[src/inc/fpe_pkg.sv]
// package: constants for the front panel parameter entry block
package fpe_pkg;
  // ==========================================================
  // register map
  localparam logic [15:0] FPE_MOTION_ADDR = 16'hFFA2;
  localparam logic [15:0] FPE_SWITCH_ADDR = 16'hFFA3;
  // ==========================================================
  // motion status field positions
  localparam int FPE_BIT_SRC = 7;
  localparam int FPE_BIT_MOVE = 6;
  localparam int FPE_BIT_OVR = 5;
  localparam int FPE_BIT_DIR = 4;
  // ==========================================================
  // reset values
  localparam logic [7:0] FPE_LAMP_RST = 8'h00;
  localparam logic [7:0] FPE_SWITCH_RST = 8'h00;
  localparam logic [7:0] FPE_RDATA_RST = 8'h00;
  // ==========================================================
  // debounce timing
  localparam int unsigned FPE_DEBOUNCE_MS = 25;
  localparam int unsigned FPE_CLK_KHZ = 25000;
  localparam int unsigned FPE_DEBOUNCE_CYC = FPE_DEBOUNCE_MS * FPE_CLK_KHZ;
  localparam int FPE_CNT_W = 20;
  // ==========================================================
  // one-shot timer states, gray coded along idle -> run -> done
  typedef enum logic [1:0] {
    FPE_ST_IDLE = 2'b00,
    FPE_ST_RUN = 2'b01,
    FPE_ST_DONE = 2'b11
  } fpe_tmr_state_t;
endpackage : fpe_pkg

[src/inc/fpe_dbnc_if.sv]
// interface: handshake between the entry logic and its one-shot timer
`timescale 1ns/10ps
interface fpe_dbnc_if;
  logic start;
  logic busy;
  logic expire;
  modport timer (input start, output busy, output expire);
  modport user (output start, input busy, input expire);
endinterface : fpe_dbnc_if

[src/rtl/fpe_oneshot.sv]
// module: retriggerless one-shot timer used for switch debounce
`timescale 1ns/10ps
module fpe_oneshot
  import fpe_pkg::*;
#(
  parameter int CNT_W = FPE_CNT_W,
  parameter int unsigned CYCLES = FPE_DEBOUNCE_CYC
) (
  input wire logic clock_i,
  input wire logic nrst_i,
  fpe_dbnc_if.timer tmr
);
  localparam logic [CNT_W-1:0] LAST = CNT_W'(CYCLES - 1);

  fpe_tmr_state_t state_r;
  logic [CNT_W-1:0] cnt_r;

  // ==========================================================
  // state and count; a start while running is ignored
  always_ff @(posedge clock_i or negedge nrst_i) begin
    if (!nrst_i) begin
      state_r <= FPE_ST_IDLE;
      cnt_r <= '0;
    end else begin
      case (state_r)
        FPE_ST_IDLE: begin
          cnt_r <= '0;
          if (tmr.start) begin
            state_r <= FPE_ST_RUN;
          end
        end
        FPE_ST_RUN: begin
          if (cnt_r == LAST) begin
            state_r <= FPE_ST_DONE;
          end else begin
            cnt_r <= cnt_r + 1'b1;
          end
        end
        FPE_ST_DONE: state_r <= FPE_ST_IDLE;
        default: state_r <= FPE_ST_IDLE;
      endcase
    end
  end

  assign tmr.busy = (state_r != FPE_ST_IDLE);
  assign tmr.expire = (state_r == FPE_ST_DONE);

  // ==========================================================
  // checks
  logic [CNT_W:0] span_r;
  always_ff @(posedge clock_i or negedge nrst_i) begin
    if (!nrst_i) begin
      span_r <= '0;
    end else if (state_r == FPE_ST_RUN) begin
      span_r <= span_r + 1'b1;
    end else begin
      span_r <= '0;
    end
  end
endmodule : fpe_oneshot

[src/rtl/fpe_panel.sv]
// module: front panel switch, lamp and card motion entry logic
//
// Functional notes
// - debounce switches with 25 ms one-shot
// - debounce expiry with a newly pressed switch raises the panel interrupt
// - read at switch address returns switch states
// - write at switch address loads lamp register
// - lamp bit one lights, zero darkens
// - rising track A means card moved in
// - falling track B means card moved out
// - card motion raises same panel interrupt
// - motion read returns motion status byte
// - status bit 7 marks block as source
// - status bit 6 marks motion, not switch
// - status bit 5 reports motion overrun
// - status bit 4 gives direction, one out
// - reset lights the init lamp
// - init lamp lit suppresses all interrupts
// - track C home clears lamp, enables detection
// - motion while still pending sets overrun
//
// presses made before homing are dropped rather than queued, so
// the first interrupt after homing always reflects a fresh event
// a motion read in the same cycle as a new move reports no overrun
`timescale 1ns/10ps
module fpe_panel
  import fpe_pkg::*;
#(
  parameter int CNT_W = FPE_CNT_W,
  parameter int unsigned DEBOUNCE_CYC = FPE_DEBOUNCE_CYC,
  parameter int NSW = 8
) (
  input wire logic clock_i,
  input wire logic nrst_i,
  input wire logic [15:0] bus_addr_i,
  input wire logic bus_rd_i,
  input wire logic bus_wr_i,
  input wire logic [7:0] bus_wdata_i,
  input wire logic [NSW-1:0] switch_i,
  input wire logic track_a_i,
  input wire logic track_b_i,
  input wire logic track_c_i,
  output logic [7:0] bus_rdata_o,
  output logic bus_rdata_valid_o,
  output logic [NSW-1:0] lamp_o,
  output logic init_lamp_on_n_o,
  output logic panel_irq_req_o
);

  // ==========================================================
  // address decode
  function automatic logic addr_hit(input logic [15:0] a,
                                    input logic [15:0] base);
    addr_hit = (a == base);
  endfunction : addr_hit

  logic switch_read_en_n;
  logic lamp_write_en_n;
  logic motion_read_en_n;

  // strobes kept active low as on the panel board
  assign switch_read_en_n = !(bus_rd_i && addr_hit(bus_addr_i,
                              FPE_SWITCH_ADDR));
  assign motion_read_en_n = !(bus_rd_i && addr_hit(bus_addr_i,
                              FPE_MOTION_ADDR));
  assign lamp_write_en_n = !(bus_wr_i && addr_hit(bus_addr_i,
                             FPE_SWITCH_ADDR));

  // ==========================================================
  // initialization interlock
  logic init_done_r;

  // the lamp is lit from reset until the card reaches home
  always_ff @(posedge clock_i or negedge nrst_i) begin
    if (!nrst_i) begin
      init_done_r <= 1'b0;
    end else if (track_c_i) begin
      init_done_r <= 1'b1;
    end
  end

  always_ff @(posedge clock_i or negedge nrst_i) begin
    if (!nrst_i) begin
      init_lamp_on_n_o <= 1'b0;
    end else begin
      init_lamp_on_n_o <= init_done_r;
    end
  end

  // ==========================================================
  // switch debounce
  fpe_dbnc_if dbnc ();

  fpe_oneshot #(
    .CNT_W(CNT_W),
    .CYCLES(DEBOUNCE_CYC)
  ) i_fpe_oneshot (
    .clock_i(clock_i),
    .nrst_i(nrst_i),
    .tmr(dbnc.timer)
  );

  logic [NSW-1:0] sw_stable_r;
  logic [NSW-1:0] sw_new_press;
  logic sw_event;

  // a change arms the timer; the level is only trusted when it expires
  assign dbnc.start = (switch_i != sw_stable_r) && !dbnc.busy;
  assign sw_new_press = switch_i & ~sw_stable_r;
  // presses during init are absorbed so no stale irq after release
  assign sw_event = dbnc.expire && (|sw_new_press) && init_done_r;

  always_ff @(posedge clock_i or negedge nrst_i) begin
    if (!nrst_i) begin
      sw_stable_r <= FPE_SWITCH_RST;
    end else if (dbnc.expire) begin
      sw_stable_r <= switch_i;
    end
  end

  // ==========================================================
  // quadrature motion detector
  logic trk_a_prev_r;
  logic trk_b_prev_r;
  logic move_in;
  logic move_out;
  logic move_evt;

  always_ff @(posedge clock_i or negedge nrst_i) begin
    if (!nrst_i) begin
      trk_a_prev_r <= 1'b0;
      trk_b_prev_r <= 1'b0;
    end else begin
      trk_a_prev_r <= track_a_i;
      trk_b_prev_r <= track_b_i;
    end
  end

  // detector held off until the card has been homed
  assign move_in = init_done_r && track_a_i && !trk_a_prev_r;
  assign move_out = init_done_r && !track_b_i && trk_b_prev_r;
  assign move_evt = move_in || move_out;

  // ==========================================================
  // pending flags; a new event beats a same-cycle clear, except that a motion read clears overrun
  logic sw_pend_r;
  logic mv_pend_r;
  logic ovr_r;
  logic dir_out_r;

  // switch flag cleared by reading the switch register
  always_ff @(posedge clock_i or negedge nrst_i) begin
    if (!nrst_i) begin
      sw_pend_r <= 1'b0;
    end else if (sw_event) begin
      sw_pend_r <= 1'b1;
    end else if (!switch_read_en_n) begin
      sw_pend_r <= 1'b0;
    end
  end

  always_ff @(posedge clock_i or negedge nrst_i) begin
    if (!nrst_i) begin
      mv_pend_r <= 1'b0;
    end else if (move_evt) begin
      mv_pend_r <= 1'b1;
    end else if (!motion_read_en_n) begin
      mv_pend_r <= 1'b0;
    end
  end

  // overrun only when the earlier report is still unread
  always_ff @(posedge clock_i or negedge nrst_i) begin
    if (!nrst_i) begin
      ovr_r <= 1'b0;
    end else if (move_evt && mv_pend_r && motion_read_en_n) begin
      ovr_r <= 1'b1;
    end else if (!motion_read_en_n) begin
      ovr_r <= 1'b0;
    end
  end

  // outward wins if both tracks fire in one cycle
  always_ff @(posedge clock_i or negedge nrst_i) begin
    if (!nrst_i) begin
      dir_out_r <= 1'b0;
    end else if (move_evt) begin
      dir_out_r <= move_out;
    end
  end

  // ==========================================================
  // interrupt request
  always_ff @(posedge clock_i or negedge nrst_i) begin
    if (!nrst_i) begin
      panel_irq_req_o <= 1'b0;
    end else begin
      panel_irq_req_o <= (sw_pend_r || mv_pend_r) && init_done_r;
    end
  end

  // ==========================================================
  // lamp register, write only
  always_ff @(posedge clock_i or negedge nrst_i) begin
    if (!nrst_i) begin
      lamp_o <= FPE_LAMP_RST;
    end else if (!lamp_write_en_n) begin
      lamp_o <= bus_wdata_i[NSW-1:0];
    end
  end

  // ==========================================================
  // read data; unmapped reads return zero with no valid
  logic [7:0] status_byte;

  always_comb begin
    status_byte = 8'h00;
    status_byte[FPE_BIT_SRC] = sw_pend_r || mv_pend_r;
    status_byte[FPE_BIT_MOVE] = mv_pend_r;
    status_byte[FPE_BIT_OVR] = ovr_r;
    status_byte[FPE_BIT_DIR] = dir_out_r;
  end

  always_ff @(posedge clock_i or negedge nrst_i) begin
    if (!nrst_i) begin
      bus_rdata_o <= FPE_RDATA_RST;
      bus_rdata_valid_o <= 1'b0;
    end else begin
      bus_rdata_valid_o <= !switch_read_en_n || !motion_read_en_n;
      if (!switch_read_en_n) begin
        bus_rdata_o <= 8'(sw_stable_r);
      end else if (!motion_read_en_n) begin
        bus_rdata_o <= status_byte;
      end else if (bus_rd_i) begin
        bus_rdata_o <= FPE_RDATA_RST;
      end
    end
  end
endmodule : fpe_panel

[config.mk]
export PLATFORM = sky130hd
export DESIGN_NAME = fpe_panel
export DESIGN_NICKNAME = d
export VERILOG_FILES = /design/src/inc/fpe_pkg.sv /design/src/inc/fpe_dbnc_if.sv /design/src/rtl/fpe_oneshot.sv /design/src/rtl/fpe_panel.sv
export SDC_FILE = /design/constraint.sdc
export NUM_CORES = 1
export LEC_CHECK = 0
export BUFFER_PORTS_ARGS = -buffer_cell sky130_fd_sc_hd__buf_4
export CAP_MARGIN = 20
export CELL_PAD_IN_SITES_DETAIL_PLACEMENT = 2
export CELL_PAD_IN_SITES_GLOBAL_PLACEMENT = 2
export CORE_MARGIN = 2
export CORE_UTILIZATION = 30
export CTS_CLUSTER_DIAMETER = 100
export DETAILED_ROUTE_END_ITERATION = 7
export PLACE_DENSITY_LB_ADDON = 0.15
export SYNTH_ARGS = -nofsm -noshare
export SYNTH_HDL_FRONTEND = slang
export SYNTH_HIERARCHICAL = 1
export SYNTH_SLANG_ARGS = --single-unit
[constraint.sdc]
create_clock -name clock_i -period 1.69 [get_ports clock_i]
set_input_delay 0.2535 -clock clock_i [delete_from_list [all_inputs] [get_ports clock_i]]
set_output_delay 0.2535 -clock clock_i [all_outputs]
set_load 0.02 [all_outputs]
==> results of run 1 <==
state kept, by name, indices dropped and copies added, names as in the netlist, 2 cells and up:
register,count
i_fpe_oneshot/cnt_r,20
bus_rdata_o,8
i_fpe_oneshot/state_r,2
lamp_o,8
sw_stable_r,8
cells in the final DEF, fill, tap and decap left out, types with 4 or more instances in the layout:
cell and instances:
ha_1 8, nand4_1 6, o21ai_0 16, nand2_1 34, buf_4 93, nand3_1 12, mux2i_1 4, mux2_2 5
dfrtp_1 55, or2_2 4, a22o_1 8, nor3_1 6, nor2_1 16, a211o_1 5, and3_1 6, clkbuf_8 5
inv_1 15, nor2b_1 7
stage by stage:
stage	cell area, µm²	setup WS, ps
2_1_floorplan	2880	-5.89
3_3_place_gp	3670	-2.87
3_5_place_dp	3670	-104
4_1_cts	3790	-31.3
5_1_grt	3890	-157
6_report	3890	-99.2
repair_timing:
item / 4_1_cts / 5_1_grt
pin swaps: 3 / 5
setup buffers: 2 / 2
hold buffers: 1 / 0
gates cloned: 0 / 0
setup endpoints to repair: 11 / 14
hold endpoints to repair: 26 / 0
resized for setup: 5 / 21
final cells by class:
cell class,instances,area (µm²)
multi-input cells,195,1450
flip-flops and latches,56,1400
repair buffers,95,728
fillers,1007,5350
inverters,15,56.3
well taps,129,161
clock buffers,6,72.6
clock inverters,2,16.3
cells by family after synthesis:
| kind of cell | Yosys count | synth area share, % |
|---|---|---|
| xor gates and xnor gates | 1 | 0.306 |
| AOI/OAI and AO/OA | 49 | 12.2 |
| and+or+nand+nor | 124 | 25.8 |
| adders and majority gates | 9 | 3.93 |
| muxes | 12 | 4.93 |
| buffers and inverters | 29 | 3.93 |
| DFF | 56 | 48.9 |
metal layers:
metal / global-route usage, % / vias up / wire length [µm]
met4: 2.81 / 0 / 51
met2: 30.1 / 49 / 4330
met3: 3.45 / 4 / 394
met1: 21.2 / 1276 / 3890
met5: 0 / - / 0
li1: - / 1188 / -
power breakdown:
| part | internal, mW | total [mW] | switching (mW) |
|---|---|---|---|
| Clock | 0.297 | 0.759 | 0.462 |
| Sequential | 1.42 | 1.52 | 0.100 |
| Combinational | 0.370 | 0.729 | 0.359 |
| Total | 2.09 | 3.01 | 0.922 |
synth_stat cells, types with 4 or more instances:
master	n	area share, %
clkbuf_1	8	1.0
a211o_1	5	1.5
dfrtp_1	56	49
nand2_1	34	4.5
ha_1	9	3.9
nor4_1	4	0.87
mux2_2	5	2.0
mux2i_1	4	1.4
nand3_1	13	2.3
nor3_1	6	1.0
and3_1	6	1.3
nand4_1	6	1.3
or2_2	4	0.87
o311ai_0	6	1.8
nor2b_1	7	1.5
o21ai_0	19	3.3
nor2_1	16	2.1
or4_1	4	1.0
a22o_1	8	2.4
inv_1	15	2.0
worst max path at each step:
| stage | from | to | slack (ps) | cells past startpoint |
|---|---|---|---|---|
| after detailed placement | i_fpe_oneshot/cnt_r[10] | i_fpe_oneshot/cnt_r[19] | -100 | 4 |
| after global routing | i_fpe_oneshot/cnt_r[14] | i_fpe_oneshot/cnt_r[19] | -160 | 4 |
| final | i_fpe_oneshot/cnt_r[13] | i_fpe_oneshot/cnt_r[19] | -100 | 4 |
| after floorplan | i_fpe_oneshot/cnt_r[0] | i_fpe_oneshot/cnt_r[14] | -6 | 4 |
| after global placement | i_fpe_oneshot/cnt_r[13] | i_fpe_oneshot/cnt_r[19] | -3 | 4 |
| after CTS | i_fpe_oneshot/cnt_r[13] | i_fpe_oneshot/cnt_r[19] | -30 | 4 |
==> results.ini, run 1 <==
[placed_design]
dp_hpwl_um = 6510
dp_cells = 485
gp_congestion = 0.803
port_buffers = 57

[grt]
grt.overflow.total = 0
grt_pass1_wl_um = 13700
grt_max_degree = 31
grt_antenna_before_repair = 0
track_usage_pct = 16.8
grt_pass1_vias = 2689

[cts]
cts_tree = done
htree_levels = 2
cts.path.max_buffers = 2
clkSinkCount = 56
clk_latency_ps = 310
cts_buffers = 5
root_buffer = clkbuf_8
clkTransAtPathRegs_ps = 110

[floorplanning]
ios = 58
placeableCoreArea_um2 = 9240
std_cell_rows = 35
die_h_um = 102
die_w_um = 102
start_util_pct = 31.0
dieArea_um2 = 10400

[timing]
maxSlewHeadroom_pct = 73.0
tns_ps = -145
final_max_slew_viol_count = 0
final.min_clock_period_ps = 1790
period_share_pct = 106
rsz0062_at_grt = yes
skew_ps = 10.2
setup_viol = 3
fmax_mhz = 559
worst-slew-pin-transition_ps = 406
hold_viol_final = 0
fin_ws_ps = -99.2
hold_ws_ps = 54.6

[power]
power_mw = 3.01
p_per_area_nw_per_um2 = 773
ir_drop_uv = 563
p_leak_nw = 1.90

[setup_path]
critPathTopFamily = simple AND/OR/NAND/NOR gates
crit_chain = nand4_1 > or4_4 > or4_1 > nand3_1
path_class = flip-flop to flip-flop
ff2ff_path_depth = 4
critPathSlowestCell = or4_4
setup.worst_path.start_class = flip-flop
slowest_delay_ps = 580
cp.required_ps = 1950
crit_path_max_fanout = 5
reg2reg_to = i_fpe_oneshot/cnt_r[19]
r2r-start = i_fpe_oneshot/cnt_r[13]
cp-end-kind = flip-flop
r2r_setup_slack_ps = -100
cp.arrival_ps = 2040
path_buf_inv = 0

[routing]
ant_nets = 0
drt_iter0_drc = 51
drt_wl_total_um = 8670
drc = 0
wire_per_inst_um = 17.4
avgViaCountPerCell = 5.05
dr.pass1.iters = 4
vias = 2517

[logic_synthesis]
mappedNetlistNets = 328
synth_area_um2 = 2870
yosysUniqueCellTypes = 53
yosysSeqAreaShare_pct = 48.9
syn_avg_cell_area_um2 = 10.2
synth_seq_cells = 56
synthCells = 280
synth_ff_type = dfrtp_1
async_flop_share_pct = 100
synth_edf_count = 0
yosys_warnings = 6

[outcome]
violations = negative setup slack
status = finished, violations left

[cells_and_area]
antenna_cells = 0
area_growth_syn_to_layout_pct = 35.7
drive_gt1_share_pct = 37.7
fin_nets = 416
final_util_pct = 42.1
stdcell_count = 498

[hold_path]
hold_path.class = primary input to flip-flop
worst_hold_path.endpoint = trk_b_prev_r
hold_depth = 1
min_from = track_b_i

[job]
max_cap_violations = 0

Note: power is estimated with default switching activity, not from simulation.
==> run 2: changes to the inputs <==
ABC_AREA = 1   (was unset)
CORE_MARGIN = unset   (was 2)
CORE_UTILIZATION = 28   (was 30)
==> run 2 against run 1 <==
Compared with the run above:
- the run now ends clean
- clock skew fell by 4.2 ps
- via count rose by 12%
- global-route usage rose by 1.1 points
- cell area fell by 1.1%
- hold slack got worse by 9.4 ps
- die area rose by 7.1%
- sequential power barely moved
- synthesized cell count rose by 36%
- critical path type unchanged
- critical endpoint is now i_fpe_oneshot/cnt_r[6]
- highest routed layer unchanged
==> results.ini, run 2 <==
[outcome]
status = finished, final reports clean

[setup_path]
worstSetupStartpoint = i_fpe_oneshot/cnt_r[0]
cp.required_ps = 1900  ; -50 ps
r2r_setup_slack_ps = 80  ; +180 ps
path_buf_inv = 1  ; +1
ff2ff_path_depth = 10  ; +6
r2r-start = i_fpe_oneshot/cnt_r[0]
cp.arrival_ps = 1820  ; -220 ps
crit_chain = ha_2 > nand2_2 > inv_2 > nand2_1 > nor2_2 > nand3_2 > nand2_4 > nand2_4 > nand3_1 > nand2_1
critPathSlowestCell = dfrtp_1
critPathTopFamily = simple AND/OR/NAND/NOR gates
crit_path_max_fanout = 11  ; +6
setup.worst_path.start_class = flip-flop
path_class = flip-flop to flip-flop
cp-end-kind = flip-flop
reg2reg_to = i_fpe_oneshot/cnt_r[6]
slowest_delay_ps = 410  ; -170 ps

[cts]
cts_tree = done
cts.path.max_buffers = 2  ; unchanged
cts_buffers = 5  ; unchanged
root_buffer = clkbuf_8
clkSinkCount = 56  ; unchanged
htree_levels = 2  ; unchanged
clkTransAtPathRegs_ps = 110  ; about the same
clk_latency_ps = 320  ; about the same

[timing]
hold_viol_final = 0  ; unchanged
worst-slew-pin-transition_ps = 490  ; +84.1 ps
tns_ps = 0  ; +145 ps
fin_ws_ps = 79.6  ; +179 ps
setup_viol = 0  ; -3
fmax_mhz = 621  ; +11%
period_share_pct = 95.3  ; -11 points
final.min_clock_period_ps = 1610  ; -179 ps
skew_ps = 6.04  ; -4.16 ps
final_max_slew_viol_count = 0  ; unchanged
maxSlewHeadroom_pct = 67.3  ; -5.6 points

[power]
p_per_area_nw_per_um2 = 824  ; +6.6%
p_leak_nw = 1.94  ; +2.5%
ir_drop_uv = 419  ; -26%

[logic_synthesis]
yosysUniqueCellTypes = 27  ; -49%
synth_top_cell_area_share_pct = 46.9  ; -2.0 points
yosysMostFrequentCell = nand2_1
async_flop_share_pct = 100  ; unchanged
synth_seq_cells = 56  ; unchanged
synth.area.top_cells = dfrtp_1, nand2_1, nand3_1
synth_ff_type = dfrtp_1
yosysSeqAreaShare_pct = 46.9  ; -2.0 points
synthCells = 382  ; +36%
yosys_warnings = 6  ; unchanged
mappedNetlistNets = 430  ; +31%
synth_area_um2 = 2990  ; +4.2%
synth_top_area_cell = dfrtp_1
synthTopCellsByCount = nand2_1, dfrtp_1, nand3_1, nor2_1, inv_1
synth_edf_count = 0  ; unchanged
syn_avg_cell_area_um2 = 7.82  ; -24%

[placed_design]
dp_hpwl_um = 7330  ; +13%
dp_slack_ps = 27.4  ; +131 ps
port_buffers = 57  ; unchanged
gp_congestion = 0.740  ; -7.9%
place_area_um2 = 3670  ; about the same

[grt]
track_usage_pct = 17.9  ; +1.1 points
grt.overflow.total = 0  ; unchanged
grt_max_degree = 32  ; +3.2%
grt_pass1_wl_um = 15500  ; +13%
grt_pass1_vias = 3085  ; +15%
grt_antenna_before_repair = 0  ; unchanged

[hold_path]
hold_depth = 1  ; unchanged
hold_path.class = primary input to flip-flop
worst_hold_path.endpoint = trk_b_prev_r
min_from = track_b_i

[job]
max_cap_violations = 0  ; unchanged

[cells_and_area]
area_growth_syn_to_layout_pct = 28.8
mostFrequentLayoutCells = nand2_1, buf_4, dfrtp_1
final.fill_count = 1206  ; +20%
drive_gt1_share_pct = 25.0  ; -13 points
largest_reg_flops = 20  ; unchanged
final_area_um2 = 3850  ; -1.1%
mostFrequentLayoutCell = nand2_1
fin_nets = 511  ; +23%
top_register = i_fpe_oneshot/cnt_r
antenna_cells = 0  ; unchanged

[floorplanning]
die_h_um = 105  ; +3.5%
start_util_pct = 28.9  ; -2.1 points
std_cell_rows = 37  ; +5.7%
placeableCoreArea_um2 = 10300  ; +12%
ios = 58  ; unchanged
dieArea_um2 = 11100  ; +7.1%
die_w_um = 105  ; +3.5%

[routing]
drc = 0  ; unchanged
drt_iter0_drc = 77  ; +51%
avgViaCountPerCell = 4.71  ; -6.9%
dr.pass1.iters = 4  ; unchanged
vias = 2823  ; +12%
drt_wl_total_um = 9420  ; +8.6%
ant_nets = 0  ; unchanged
wire_per_inst_um = 15.7  ; -9.8%

[run 2: cell types whose count changed in the layout (fill, tap and decap cells not counted), moves of 6 or more]
cell,change
nor2_2,+6
a22o_1,-8
and3_1,-6
buf_4,-14
nor2b_1,-7
nor2_1,+33
inv_1,+23
nand3_1,+39
xor2_1,+7
nand2_1,+70
[run 2: logic make-up (layout without fill, tap and decap cells)]
group | count (synthesis) | after routing | share of synthesized area (%)
AOI/OAI and AO/OA | 25 | 25 | 5.19
xor gates and xnor gates | 9 | 9 | 2.64
adders and majority gates | 9 | 9 | 3.77
buffers and inverters | 49 | 131 | 7.00
DFF | 56 | 56 | 46.9
and+or+nand+nor | 234 | 234 | 34.5
[run 2: layout make-up]
cell class | instances | area, µm² | area share [%]
Sequential cell | 56 | 1400 | 36.5
Multi-Input combinational cell | 277 | 1400 | 36.3
Timing Repair Buffer | 82 | 634 | 16.5
Tap cell | 136 | 170 | 4.42
Inverter | 41 | 154 | 4.00
Clock buffer | 5 | 68.8 | 1.79
Clock inverter | 3 | 21.3 | 0.553
[run 2: repair_timing]
action	CTS	global route
gates resized for setup	0	9
endpoints found under the hold margin	25	0
setup endpoints to repair	2	17
buffers inserted	1	6
cloned	0	0
hold buffers	1	0
pin swaps	0	2
[run 2: where the power goes]
part           switching [mW]  leakage [nW]  internal, mW
Combinational           0.451          1.22         0.399
Sequential             0.0996         0.683          1.43
Clock                   0.491        0.0445         0.296
Total                    1.04          1.94          2.13
[run 2: per-stage QoR]
stage / instances / util, % / hold WS [ps] / power, mW
detailed placement: 584 / 35.5 / 205 / 2.31
global route: 600 / 37.3 / 29.0 / 3.36
global placement: 584 / 35.5 / 207 / 2.28
CTS: 594 / 36.6 / 32.3 / 3.15
floorplan: 382 / - / -42.1 / 1.94
finish: 600 / 37.3 / 45.2 / 3.17
[run 2: how the worst max path moves through the flow]
stage | depth (start not counted) | slack (ps) | to
2_1_floorplan | 11 | 120 | i_fpe_oneshot/cnt_r[6]
3_3_place_gp | 10 | 120 | i_fpe_oneshot/cnt_r[1]
3_5_place_dp | 10 | 30 | i_fpe_oneshot/cnt_r[1]
4_1_cts | 10 | 20 | i_fpe_oneshot/cnt_r[1]
5_1_grt | 11 | -40 | i_fpe_oneshot/cnt_r[19]
6_report | 10 | 80 | i_fpe_oneshot/cnt_r[6]
[run 2: layer usage]
metal | global-route usage [%] | share of wire [%]
met1 | 23.9 | 46
met5 | 0 | 0
met4 | 5.13 | 1.4
met2 | 30.4 | 49
met3 | 2.16 | 3.1
